**src/rtl/dcb_pkg.sv**
```systemverilog
package dcb_pkg;
   // Geometry of the command interface.
   localparam int BANKS = 8;
   localparam int BA_W = 3;
   localparam int ADDR_W = 13;
   localparam int ROW_W = 13;
   localparam int COL_W = 10;
   localparam int AP_BIT = 10;
   // Highest additive latency the device accepts.
   localparam int AL_MAX = 6;
   // Burst length choices and write recovery default.
   localparam logic [3:0] BL_FOUR = 4'h4;
   localparam logic [3:0] BL_EIGHT = 4'h8;
   localparam logic [2:0] WR_RESET = 3'h2;
   localparam logic [2:0] AL_RESET = 3'h0;
   // Self refresh internal refresh period, in ns, and its cycle count.
   localparam int SREF_PERIOD_NS = 7800;
   localparam int CLK_PERIOD_NS = 25;
   localparam int SREF_CYC = SREF_PERIOD_NS / CLK_PERIOD_NS;
   localparam int CNT_W = 16;
   localparam int DLY_W = 5;
   // Decoded command kinds.
   typedef enum logic [7:0] {
      DCB_CMD_NOP = 8'h01,
      DCB_CMD_ACT = 8'h02,
      DCB_CMD_RD = 8'h04,
      DCB_CMD_WR = 8'h08,
      DCB_CMD_PRE = 8'h10,
      DCB_CMD_REF = 8'h20,
      DCB_CMD_SRE = 8'h40,
      DCB_CMD_OTH = 8'h80
   } dcb_cmd_e;
   // Device power state.
   typedef enum logic [1:0] {
      DCB_ST_RUN = 2'h1,
      DCB_ST_SREF = 2'h2
   } dcb_st_e;
endpackage : dcb_pkg

```
**src/rtl/dcb_core.sv**
```systemverilog
`timescale 1ns/1ps
// How it works
// - Activate is CS, RAS low, CAS, WE high; bank bits and row open.
// - Banks are activated before access; access may follow activate next clock.
// - Additive latency 0 to 6 delays internal read or write issue.
// - Read is CS, CAS low, RAS, WE high; column on address 0 to 9.
// - Write is CS, CAS, WE low, RAS high; bursts into open row.
// - Address 10 high on access closes the row at burst end, after write recovery for writes.
// - Read auto-precharge starts AL plus BL/2 clocks after the command.
// - Write auto-precharge starts after burst end plus write recovery.
// - Precharge-all with address 10 high closes every bank, ignoring bank bits.
// - In self refresh, internal timer refreshes, DLL off, only CKE watched.
// - Refresh is CS, RAS, CAS low, WE, CKE high; banks idle afterwards.
// - CS low with RAS, CAS, WE high is a no-operation.
// - CS high disables the decoder; strobes and address are ignored.
module dcb_core #(
   parameter int SREF_CYCLES = dcb_pkg::SREF_CYC
) (
   input wire logic sys_clk,
   input wire logic rst,
   input wire logic cs_n,
   input wire logic ras_n,
   input wire logic cas_n,
   input wire logic we_n,
   input wire logic cke,
   input wire logic [dcb_pkg::BA_W-1:0] bank,
   input wire logic [dcb_pkg::ADDR_W-1:0] addr,
   input wire logic [2:0] add_lat,
   input wire logic burst_eight,
   input wire logic [2:0] wr_recovery,
   output logic [dcb_pkg::BANKS-1:0] bank_open,
   output logic [dcb_pkg::ROW_W-1:0] open_row [dcb_pkg::BANKS],
   output logic rd_issue,
   output logic wr_issue,
   output logic [dcb_pkg::BA_W-1:0] issue_bank,
   output logic [dcb_pkg::COL_W-1:0] issue_col,
   output logic ap_pulse,
   output logic [dcb_pkg::BA_W-1:0] ap_bank,
   output logic self_refresh,
   output logic dll_enable,
   output logic int_refresh,
   output logic [dcb_pkg::CNT_W-1:0] refresh_count
);
   import dcb_pkg::*;

   // One pending delayed access slot per bank.
   typedef struct packed {
      logic pend;
      logic early; // Zero additive latency, so the issue edge comes one clock late.
      logic wr;
      logic ap;
      logic [COL_W-1:0] col;
      logic [DLY_W-1:0] dly;
   } dcb_slot_s;

   typedef struct packed {
      dcb_st_e st;
      logic [BANKS-1:0] open;
      logic [BANKS-1:0][ROW_W-1:0] row;
      dcb_slot_s [BANKS-1:0] slot;
      logic [BANKS-1:0] apq;
      logic [BANKS-1:0][DLY_W-1:0] apd;
      logic rd;
      logic wr;
      logic [BA_W-1:0] ib;
      logic [COL_W-1:0] ic;
      logic ap;
      logic [BA_W-1:0] apb;
      logic [CNT_W-1:0] stmr;
      logic iref;
      logic [CNT_W-1:0] rcnt;
      logic cks1;
      logic cks2;
   } dcb_state_s;

   dcb_state_s state_reg;
   dcb_state_s state_next;
   dcb_cmd_e cmd;
   logic [3:0] half_bl;

   // Turns the strobe pins into a command kind.
   function automatic dcb_cmd_e dcb_decode(input logic c, input logic r, input logic a,
                                           input logic w, input logic k);
      dcb_cmd_e res;
      res = DCB_CMD_OTH;
      if (c) begin
         res = DCB_CMD_NOP;
      end else begin
         unique case ({r, a, w})
            3'b111: res = DCB_CMD_NOP;
            3'b011: res = DCB_CMD_ACT;
            3'b101: res = DCB_CMD_RD;
            3'b100: res = DCB_CMD_WR;
            3'b010: res = DCB_CMD_PRE;
            3'b001: res = k ? DCB_CMD_REF : DCB_CMD_SRE;
            default: res = DCB_CMD_OTH;
         endcase
      end
      return res;
   endfunction : dcb_decode

   // The decoder sees CKE only after its second synchroniser flop.
   assign cmd = dcb_decode(cs_n, ras_n, cas_n, we_n, state_reg.cks2);
   assign half_bl = burst_eight ? (BL_EIGHT >> 1) : (BL_FOUR >> 1);

   // Next-state logic for bank tracking, posted accesses and self refresh.
   always_comb begin
      state_next = state_reg;
      state_next.rd = 1'b0;
      state_next.wr = 1'b0;
      state_next.ap = 1'b0;
      state_next.iref = 1'b0;
      // The CKE pin passes two flops before any logic reads it.
      state_next.cks1 = cke;
      state_next.cks2 = state_reg.cks1;
      if (state_reg.st == DCB_ST_SREF) begin
         // Internal timer keeps the array alive; pins other than CKE ignored.
         if (state_reg.stmr == CNT_W'(SREF_CYCLES - 1)) begin
            state_next.stmr = '0;
            state_next.iref = 1'b1;
            state_next.rcnt = state_reg.rcnt + CNT_W'(1);
         end else begin
            state_next.stmr = state_reg.stmr + CNT_W'(1);
         end
         if (state_reg.cks2) begin
            state_next.st = DCB_ST_RUN;
         end
      end else begin
         // Posted accesses and pending auto-precharges count down per bank.
         for (int b = 0; b < BANKS; b++) begin
            if (state_reg.slot[b].pend) begin
               if (state_reg.slot[b].dly == '0) begin
                  state_next.slot[b].pend = 1'b0;
                  state_next.rd = ~state_reg.slot[b].wr;
                  state_next.wr = state_reg.slot[b].wr;
                  state_next.ib = BA_W'(b);
                  state_next.ic = state_reg.slot[b].col;
                  if (state_reg.slot[b].ap) begin
                     state_next.apq[b] = 1'b1;
                     state_next.apd[b] = state_reg.slot[b].wr
                        ? DLY_W'(half_bl) + DLY_W'(wr_recovery) - DLY_W'(1)
                        : DLY_W'(half_bl) - DLY_W'(1)
                          - DLY_W'(state_reg.slot[b].early);
                  end
               end else begin
                  state_next.slot[b].dly = state_reg.slot[b].dly - DLY_W'(1);
               end
            end
            if (state_reg.apq[b]) begin
               if (state_reg.apd[b] == '0) begin
                  state_next.apq[b] = 1'b0;
                  state_next.open[b] = 1'b0;
                  state_next.ap = 1'b1;
                  state_next.apb = BA_W'(b);
               end else begin
                  state_next.apd[b] = state_reg.apd[b] - DLY_W'(1);
               end
            end
         end
         unique case (cmd)
            DCB_CMD_ACT: begin
               state_next.open[bank] = 1'b1;
               state_next.row[bank] = addr[ROW_W-1:0];
            end
            DCB_CMD_RD, DCB_CMD_WR: begin
               if (state_reg.open[bank]) begin
                  state_next.slot[bank].pend = 1'b1;
                  state_next.slot[bank].wr = (cmd == DCB_CMD_WR);
                  state_next.slot[bank].ap = addr[AP_BIT];
                  state_next.slot[bank].col = addr[COL_W-1:0];
                  state_next.slot[bank].early = (add_lat == '0);
                  state_next.slot[bank].dly = (add_lat > 3'(AL_MAX))
                     ? DLY_W'(AL_MAX) - DLY_W'(1) : DLY_W'(add_lat) - DLY_W'(1);
                  if (add_lat == '0) begin
                     // Zero latency issues on the very next edge.
                     state_next.slot[bank].dly = '0;
                  end
               end
            end
            DCB_CMD_PRE: begin
               if (addr[AP_BIT]) begin
                  state_next.open = '0;
                  state_next.apq = '0;
               end else begin
                  state_next.open[bank] = 1'b0;
                  state_next.apq[bank] = 1'b0;
               end
            end
            DCB_CMD_REF: begin
               state_next.open = '0;
               state_next.iref = 1'b1;
               state_next.rcnt = state_reg.rcnt + CNT_W'(1);
            end
            DCB_CMD_SRE: begin
               state_next.st = DCB_ST_SREF;
               state_next.stmr = '0;
               state_next.open = '0;
            end
            DCB_CMD_NOP, DCB_CMD_OTH: begin
               state_next.st = state_reg.st;
            end
         endcase
      end
   end

   // State register.
   always_ff @(posedge sys_clk or posedge rst) begin
      if (rst) begin
         state_reg <= '{st: DCB_ST_RUN, default: '0};
      end else begin
         state_reg <= state_next;
      end
   end

   // Outputs come straight from the state register.
   always_comb begin
      for (int b = 0; b < BANKS; b++) begin
         open_row[b] = state_reg.row[b];
      end
   end
   assign bank_open = state_reg.open;
   assign rd_issue = state_reg.rd;
   assign wr_issue = state_reg.wr;
   assign issue_bank = state_reg.ib;
   assign issue_col = state_reg.ic;
   assign ap_pulse = state_reg.ap;
   assign ap_bank = state_reg.apb;
   assign self_refresh = (state_reg.st == DCB_ST_SREF);
   assign dll_enable = (state_reg.st != DCB_ST_SREF);
   assign int_refresh = state_reg.iref;
   assign refresh_count = state_reg.rcnt;
endmodule : dcb_core

```
**config.mk**
```make
export PLATFORM = sky130hd
export DESIGN_NAME = dcb_core
export DESIGN_NICKNAME = d
export VERILOG_FILES = /design/src/rtl/dcb_pkg.sv /design/src/rtl/dcb_core.sv
export SDC_FILE = /design/constraint.sdc
export NUM_CORES = 1
export LEC_CHECK = 0
export ABC_AREA = 1
export BUFFER_PORTS_ARGS = -buffer_cell sky130_fd_sc_hd__clkbuf_2
export CAP_MARGIN = 25
export CORE_MARGIN = 2
export CORE_UTILIZATION = 35
export CTS_CLUSTER_DIAMETER = 60
export DETAILED_ROUTE_END_ITERATION = 6
export RECOVER_POWER = 25
export SETUP_SLACK_MARGIN = 0.15
export SLEW_MARGIN = 20
export SYNTH_ARGS = -nofsm -noshare
export SYNTH_HDL_FRONTEND = slang
export SYNTH_SLANG_ARGS = --single-unit
```
**constraint.sdc**
```tcl
create_clock -name sys_clk -period 9.6 [get_ports sys_clk]
set_input_delay 0 -clock sys_clk [delete_from_list [all_inputs] [get_ports sys_clk]]
set_output_delay 0 -clock sys_clk [all_outputs]
set_load 0.05 [all_outputs]
```
== Word-level counts from Yosys, hierarchy flattened ==
Cells that the tools add are included.
Word-level totals
  flip-flop bits (word level): 368
  input bits: 30
  output and inout bits: 150
Cells by class
  add/sub/neg operators: 30
  magnitude comparators: 3
  eq/ne operators: 17
  muxes and demuxes: 249
  bitwise logic cells: 13
  reduce and logical (&&, ||, !) cells: 26
Operators by type and width (count)
  bitwise mux 152 bit: 7
  two-way mux 152 bit: 3
  two-way mux 5 bit: 72
  demux 19 bit (select 3 bit): 6
  two-way mux 15 bit: 17
  bitwise mux 104 bit: 1
  two-way mux 1 bit: 98
  zero test 5 bit: 16
  subtractor 5 x 1 -> 5 bit, second input constant: 16
  two-way mux 4 bit: 18
  two-way mux 17 bit: 3
  two-way mux 16 bit: 3
  one-hot mux 8 bit (6 select lines): 1
  two-way mux 20 bit: 2
  demux 13 bit (select 3 bit): 1
  two-way mux 19 bit: 2
  subtractor 5 x 1 -> 5 bit: 7
  two-way mux 33 bit: 1
  adder 16 x 1 -> 16 bit, second input constant: 2
  two-way mux 8 bit: 4
  one-hot mux 8 bit (3 select lines): 1
  two-way mux 18 bit: 1
  AND 8 bit: 2
  equality test 16 x 9 -> 1 bit, second input constant: 1
  34 further kinds: 53

== Logic depth before layout (Yosys ltp) ==
  depth in word-level cells: 24
  gate-level depth with buffers: 16

== Worst setup path before layout ==
OpenSTA, ideal clock, no wires.
  kind: reg2reg
  start point: register state_reg[366] in the netlist's numbering
  end point: register state_reg[25] in the netlist's numbering
  setup time: 169 ps
  arrival time: 2028 ps
  path slack: 7404 ps
  cell stages (with the launch flop): 7
  buffers on the path: 3
  clock period less this slack: 2196 ps
  cells stage by stage: dfstp_2 > inv_1 > nand2_2 > buf_6 > clkbuf_1 > buf_1 > o22ai_1
Between the ends
  longest elaborated chain between the ends: 2
  elaborated cells between the ends (all ways): 3
RTL lines
  start, declared: line dcb_core.sv:76  | dcb_state_s state_reg;
  start signal, assigned: line dcb_core.sv:211  | state_reg <= state_next;
  equality test 2 bit *: line dcb_core.sv:116  | if (state_reg.st == DCB_ST_SREF) begin
  two-way mux 33 bit or nonzero test 2 bit (tied branches)
Every way passes the cells marked *; elsewhere a longest branch is shown, timed or not.
A chain may end at the register's enable or synchronous reset.

==> impl_metrics.tcl <==
set metrics [dict create \
    ys_seq_area_share_pct 46.5 \
    drive_gt1_share_pct 6.39 \
    dp_hpwl_um 39600 \
    synth_top_area_share_pct 46.4 \
    postSynth.asyncResetShare_pct 100 \
    dieArea_mm2 0.0585 \
    drc 0 \
    finalWirelength_um 57800 \
    yosysTopAreaCell "dfrtp_1" \
    worst_hold_startpoint "addr[5]" \
    cp_max_fo 59 \
    start_util_pct 35.2 \
    synth_enable_flop_cells 0 \
    cts_root_buffer "clkbuf_16" \
    grt_max_degree 78 \
    vdd_drop_max_mv 0.169 \
    gr-total-overflow 0 \
    wl_per_cell_um 17.3 \
    netlist_instances 2528 \
    grt_usage_pct 19.5 \
    crit_required_ns 10.22 \
    cap_violations 2 \
    grt_pass1_wl_um 91500 \
    drtIter0Drc 1368 \
    n_antenna_cell 0 \
    firstDrtPassIters 6 \
    cts_resized 0 \
    cts-htree-levels 2 \
    clock_latency_ns 0.60 \
    hold_class "in2reg" \
    timing.hold.ws_ns 0.0294 \
    antenna_left 0 \
    rsz0062_at_grt "false" \
    path_class "in2async" \
    num_rows 87 \
    port_buffers 179 \
    fmax_mhz 228 \
    vias 17000 \
    num_io_pins 180 \
    min_period_ns 4.39 \
    synth_warnings 0 \
    hold_end "state_reg[169]$_DFFE_PP0P_" \
    max-slew-margin-rel_pct -117 \
    critPathCaptureType "asynchronous set/reset pin" \
    finClkSkew_ns 0.0361 \
    die_h_um 242 \
    globalplace.congestion 0.849 \
    hold_viol 0 \
    r2r-start "state_reg[366]$_DFFE_PP1P_" \
    dpl_worst_slack_ns 6.49 \
    setup_viol 0 \
    r2r_slack_ns 6.43 \
    synth_ff_type "dfrtp_1" \
    violations "max-capacitance violations, max-slew violations" \
    r2r_end "state_reg[57]$_DFFE_PP0N_" \
    core_mm2 0.0562 \
    cts.path.max_buffers 3 \
    die_w_um 242 \
    synth.distinct_cells 51 \
    cts.clk_slew.worst_paths_ns 0.06 \
    largest_register_ffs 219 \
    synth-seq-cells 368 \
    power_leakage_nw 10.3 \
    tightest_slew_ns 3.25 \
    via_per_inst 5.11 \
    nets 2611 \
    fin_crit_sh_pct 45.7 \
    whs_path_depth 3 \
    finalSetupTns_ns 0 \
    final_max_slew_viol_count 91 \
    start_kind "primary input" \
    netlist_area_mm2 0.0198 \
    first_global_vias 16400 \
    syn_avg_cell_area_um2 7.83 \
    cts_made_buffers 44 \
    pwr_density_cell_mw_per_mm2 297 \
    outcome "finished, violations left" \
    cts_tree "built" \
    area_growth_pct 9.62 \
    cts_sinks 368 \
    antenna_found_initial 0 \
    synth_nets 2590 \
    r2r_cells 10 \
    arrival_ns 5.00 \
    synth_area_leaders "dfrtp_1 (46%), nand2_1 (13%), o21ai_0 (9.2%)" \
    setup_ws_ns 5.21 \
]
==> placed cells by master, fill, tap and decap left out, drive strengths merged, types with 6 or more instances in the layout <==
cell type / instances
o211ai: 18
o31ai: 11
o21ai: 385
inv: 230
o22ai: 14
nand2: 723
nand3: 124
clkinv: 16
or2: 7
nor4: 6
nand4: 36
ha: 31
a21oi: 60
xor2: 29
dfrtp: 367
nor3: 34
dlygate4sd3: 16
a31oi: 11
buf: 14
clkbuf: 240
nor2: 170
==> worst max-delay path by stage <==
stage / depth (start not counted) / start / endpoint / slack [ns]
CTS: 7 / state_reg[366]$_DFFE_PP1P_ / self_refresh / 6.25
detailed placement: 9 / state_reg[366]$_DFFE_PP1P_ / state_reg[56]$_DFFE_PP0N_ / 6.49
floorplan: 1 / rst / ap_bank[0]$_DFFE_PP0N_ / 4.66
finish: 6 / rst / issue_col[2]$_DFFE_PP0N_ / 5.21
global route: 6 / rst / issue_col[4]$_DFFE_PP0N_ / 4.48
global placement: 10 / state_reg[366]$_DFFE_PP1P_ / state_reg[57]$_DFFE_PP0N_ / 6.54
==> critical path, stage by stage <==
cell and delay (ns):
dlygate4sd3_1 0.53, clkbuf_2 0.10, dlygate4sd3_1 0.55, clkinvlp_2 0.45
clkbuf_1 2.35, buf_4 0.91
==> where the power goes <==
| part | switching, mW | leakage (nW) | internal [mW] | total [mW] |
|---|---|---|---|---|
| Clock | 0.703 | 0.724 | 1.01 | 1.71 |
| Combinational | 1.67 | 4.86 | 0.662 | 2.34 |
| Sequential | 0.376 | 4.75 | 2.01 | 2.39 |
| Total | 2.75 | 10.3 | 3.68 | 6.44 |
==> cells in the mapped netlist, drive strengths merged, types with 2 or more instances <==
cell type  count
o31ai         11
ha            31
nand3b         4
nand4         36
or2            7
o211ai        18
nor4           6
buf          177
nor2         170
xnor2          2
a211oi         3
dfrtp        367
mux2           3
nand3        124
clkinv         4
inv          229
clkbuf        59
nand2        723
o21ai        385
xor2          29
nor3          34
o22ai         14
o2111ai        2
a21oi         60
nor3b          5
a31o           2
a31oi         11
==> layout make-up <==
class / count / area, um^2
tap: 756 / 946
multi-input combinational: 1691 / 8160
timing repair buffer: 211 / 1010
fill: 5843 / 34500
clock inverter: 21 / 278
inverter: 233 / 876
sequential: 368 / 9210
clock buffer: 59 / 1220
==> cells by family (layout without fill, tap and decap cells) <==
family / count (synthesis) / in the layout / synth area share [%]
multiplexers: 3 / 3 / 0.171
AO/OA/AOI/OAI: 516 / 516 / 13.9
XOR/XNOR: 31 / 31 / 1.37
buffers and inverters: 469 / 524 / 12.3
adder cells (fa/ha/maj): 32 / 32 / 2.06
AND/OR/NAND/NOR: 1109 / 1109 / 23.7
flip-flops: 368 / 368 / 46.5
==> repair_timing <==
item	CTS	global route
hold buffers	16	0
hold endpoints to repair	125	0
setup endpoints to repair	0	0
buffers inserted	0	0
==> per-stage QoR <==
stage | total power [mW] | util [%] | std cells | area [um^2]
2_1_floorplan | 4.32 | - | 2528 | 19800
3_3_place_gp | 4.69 | 35.9 | 3241 | 20200
3_5_place_dp | 4.76 | 36.0 | 3242 | 20200
4_1_cts | 6.51 | 38.9 | 3338 | 21900
5_1_grt | 6.88 | 38.6 | 3339 | 21700
6_report | 6.44 | 38.6 | 3339 | 21700
==> per-layer routing <==
layer	share of wire [%]	track usage [%]	wire, um
met5	0	0	0
met4	2.5	6.57	1470
met2	47	32.5	27200
met1	44	25.6	25400
met3	6.4	3.26	3710
(Power assumes the default switching activity.)
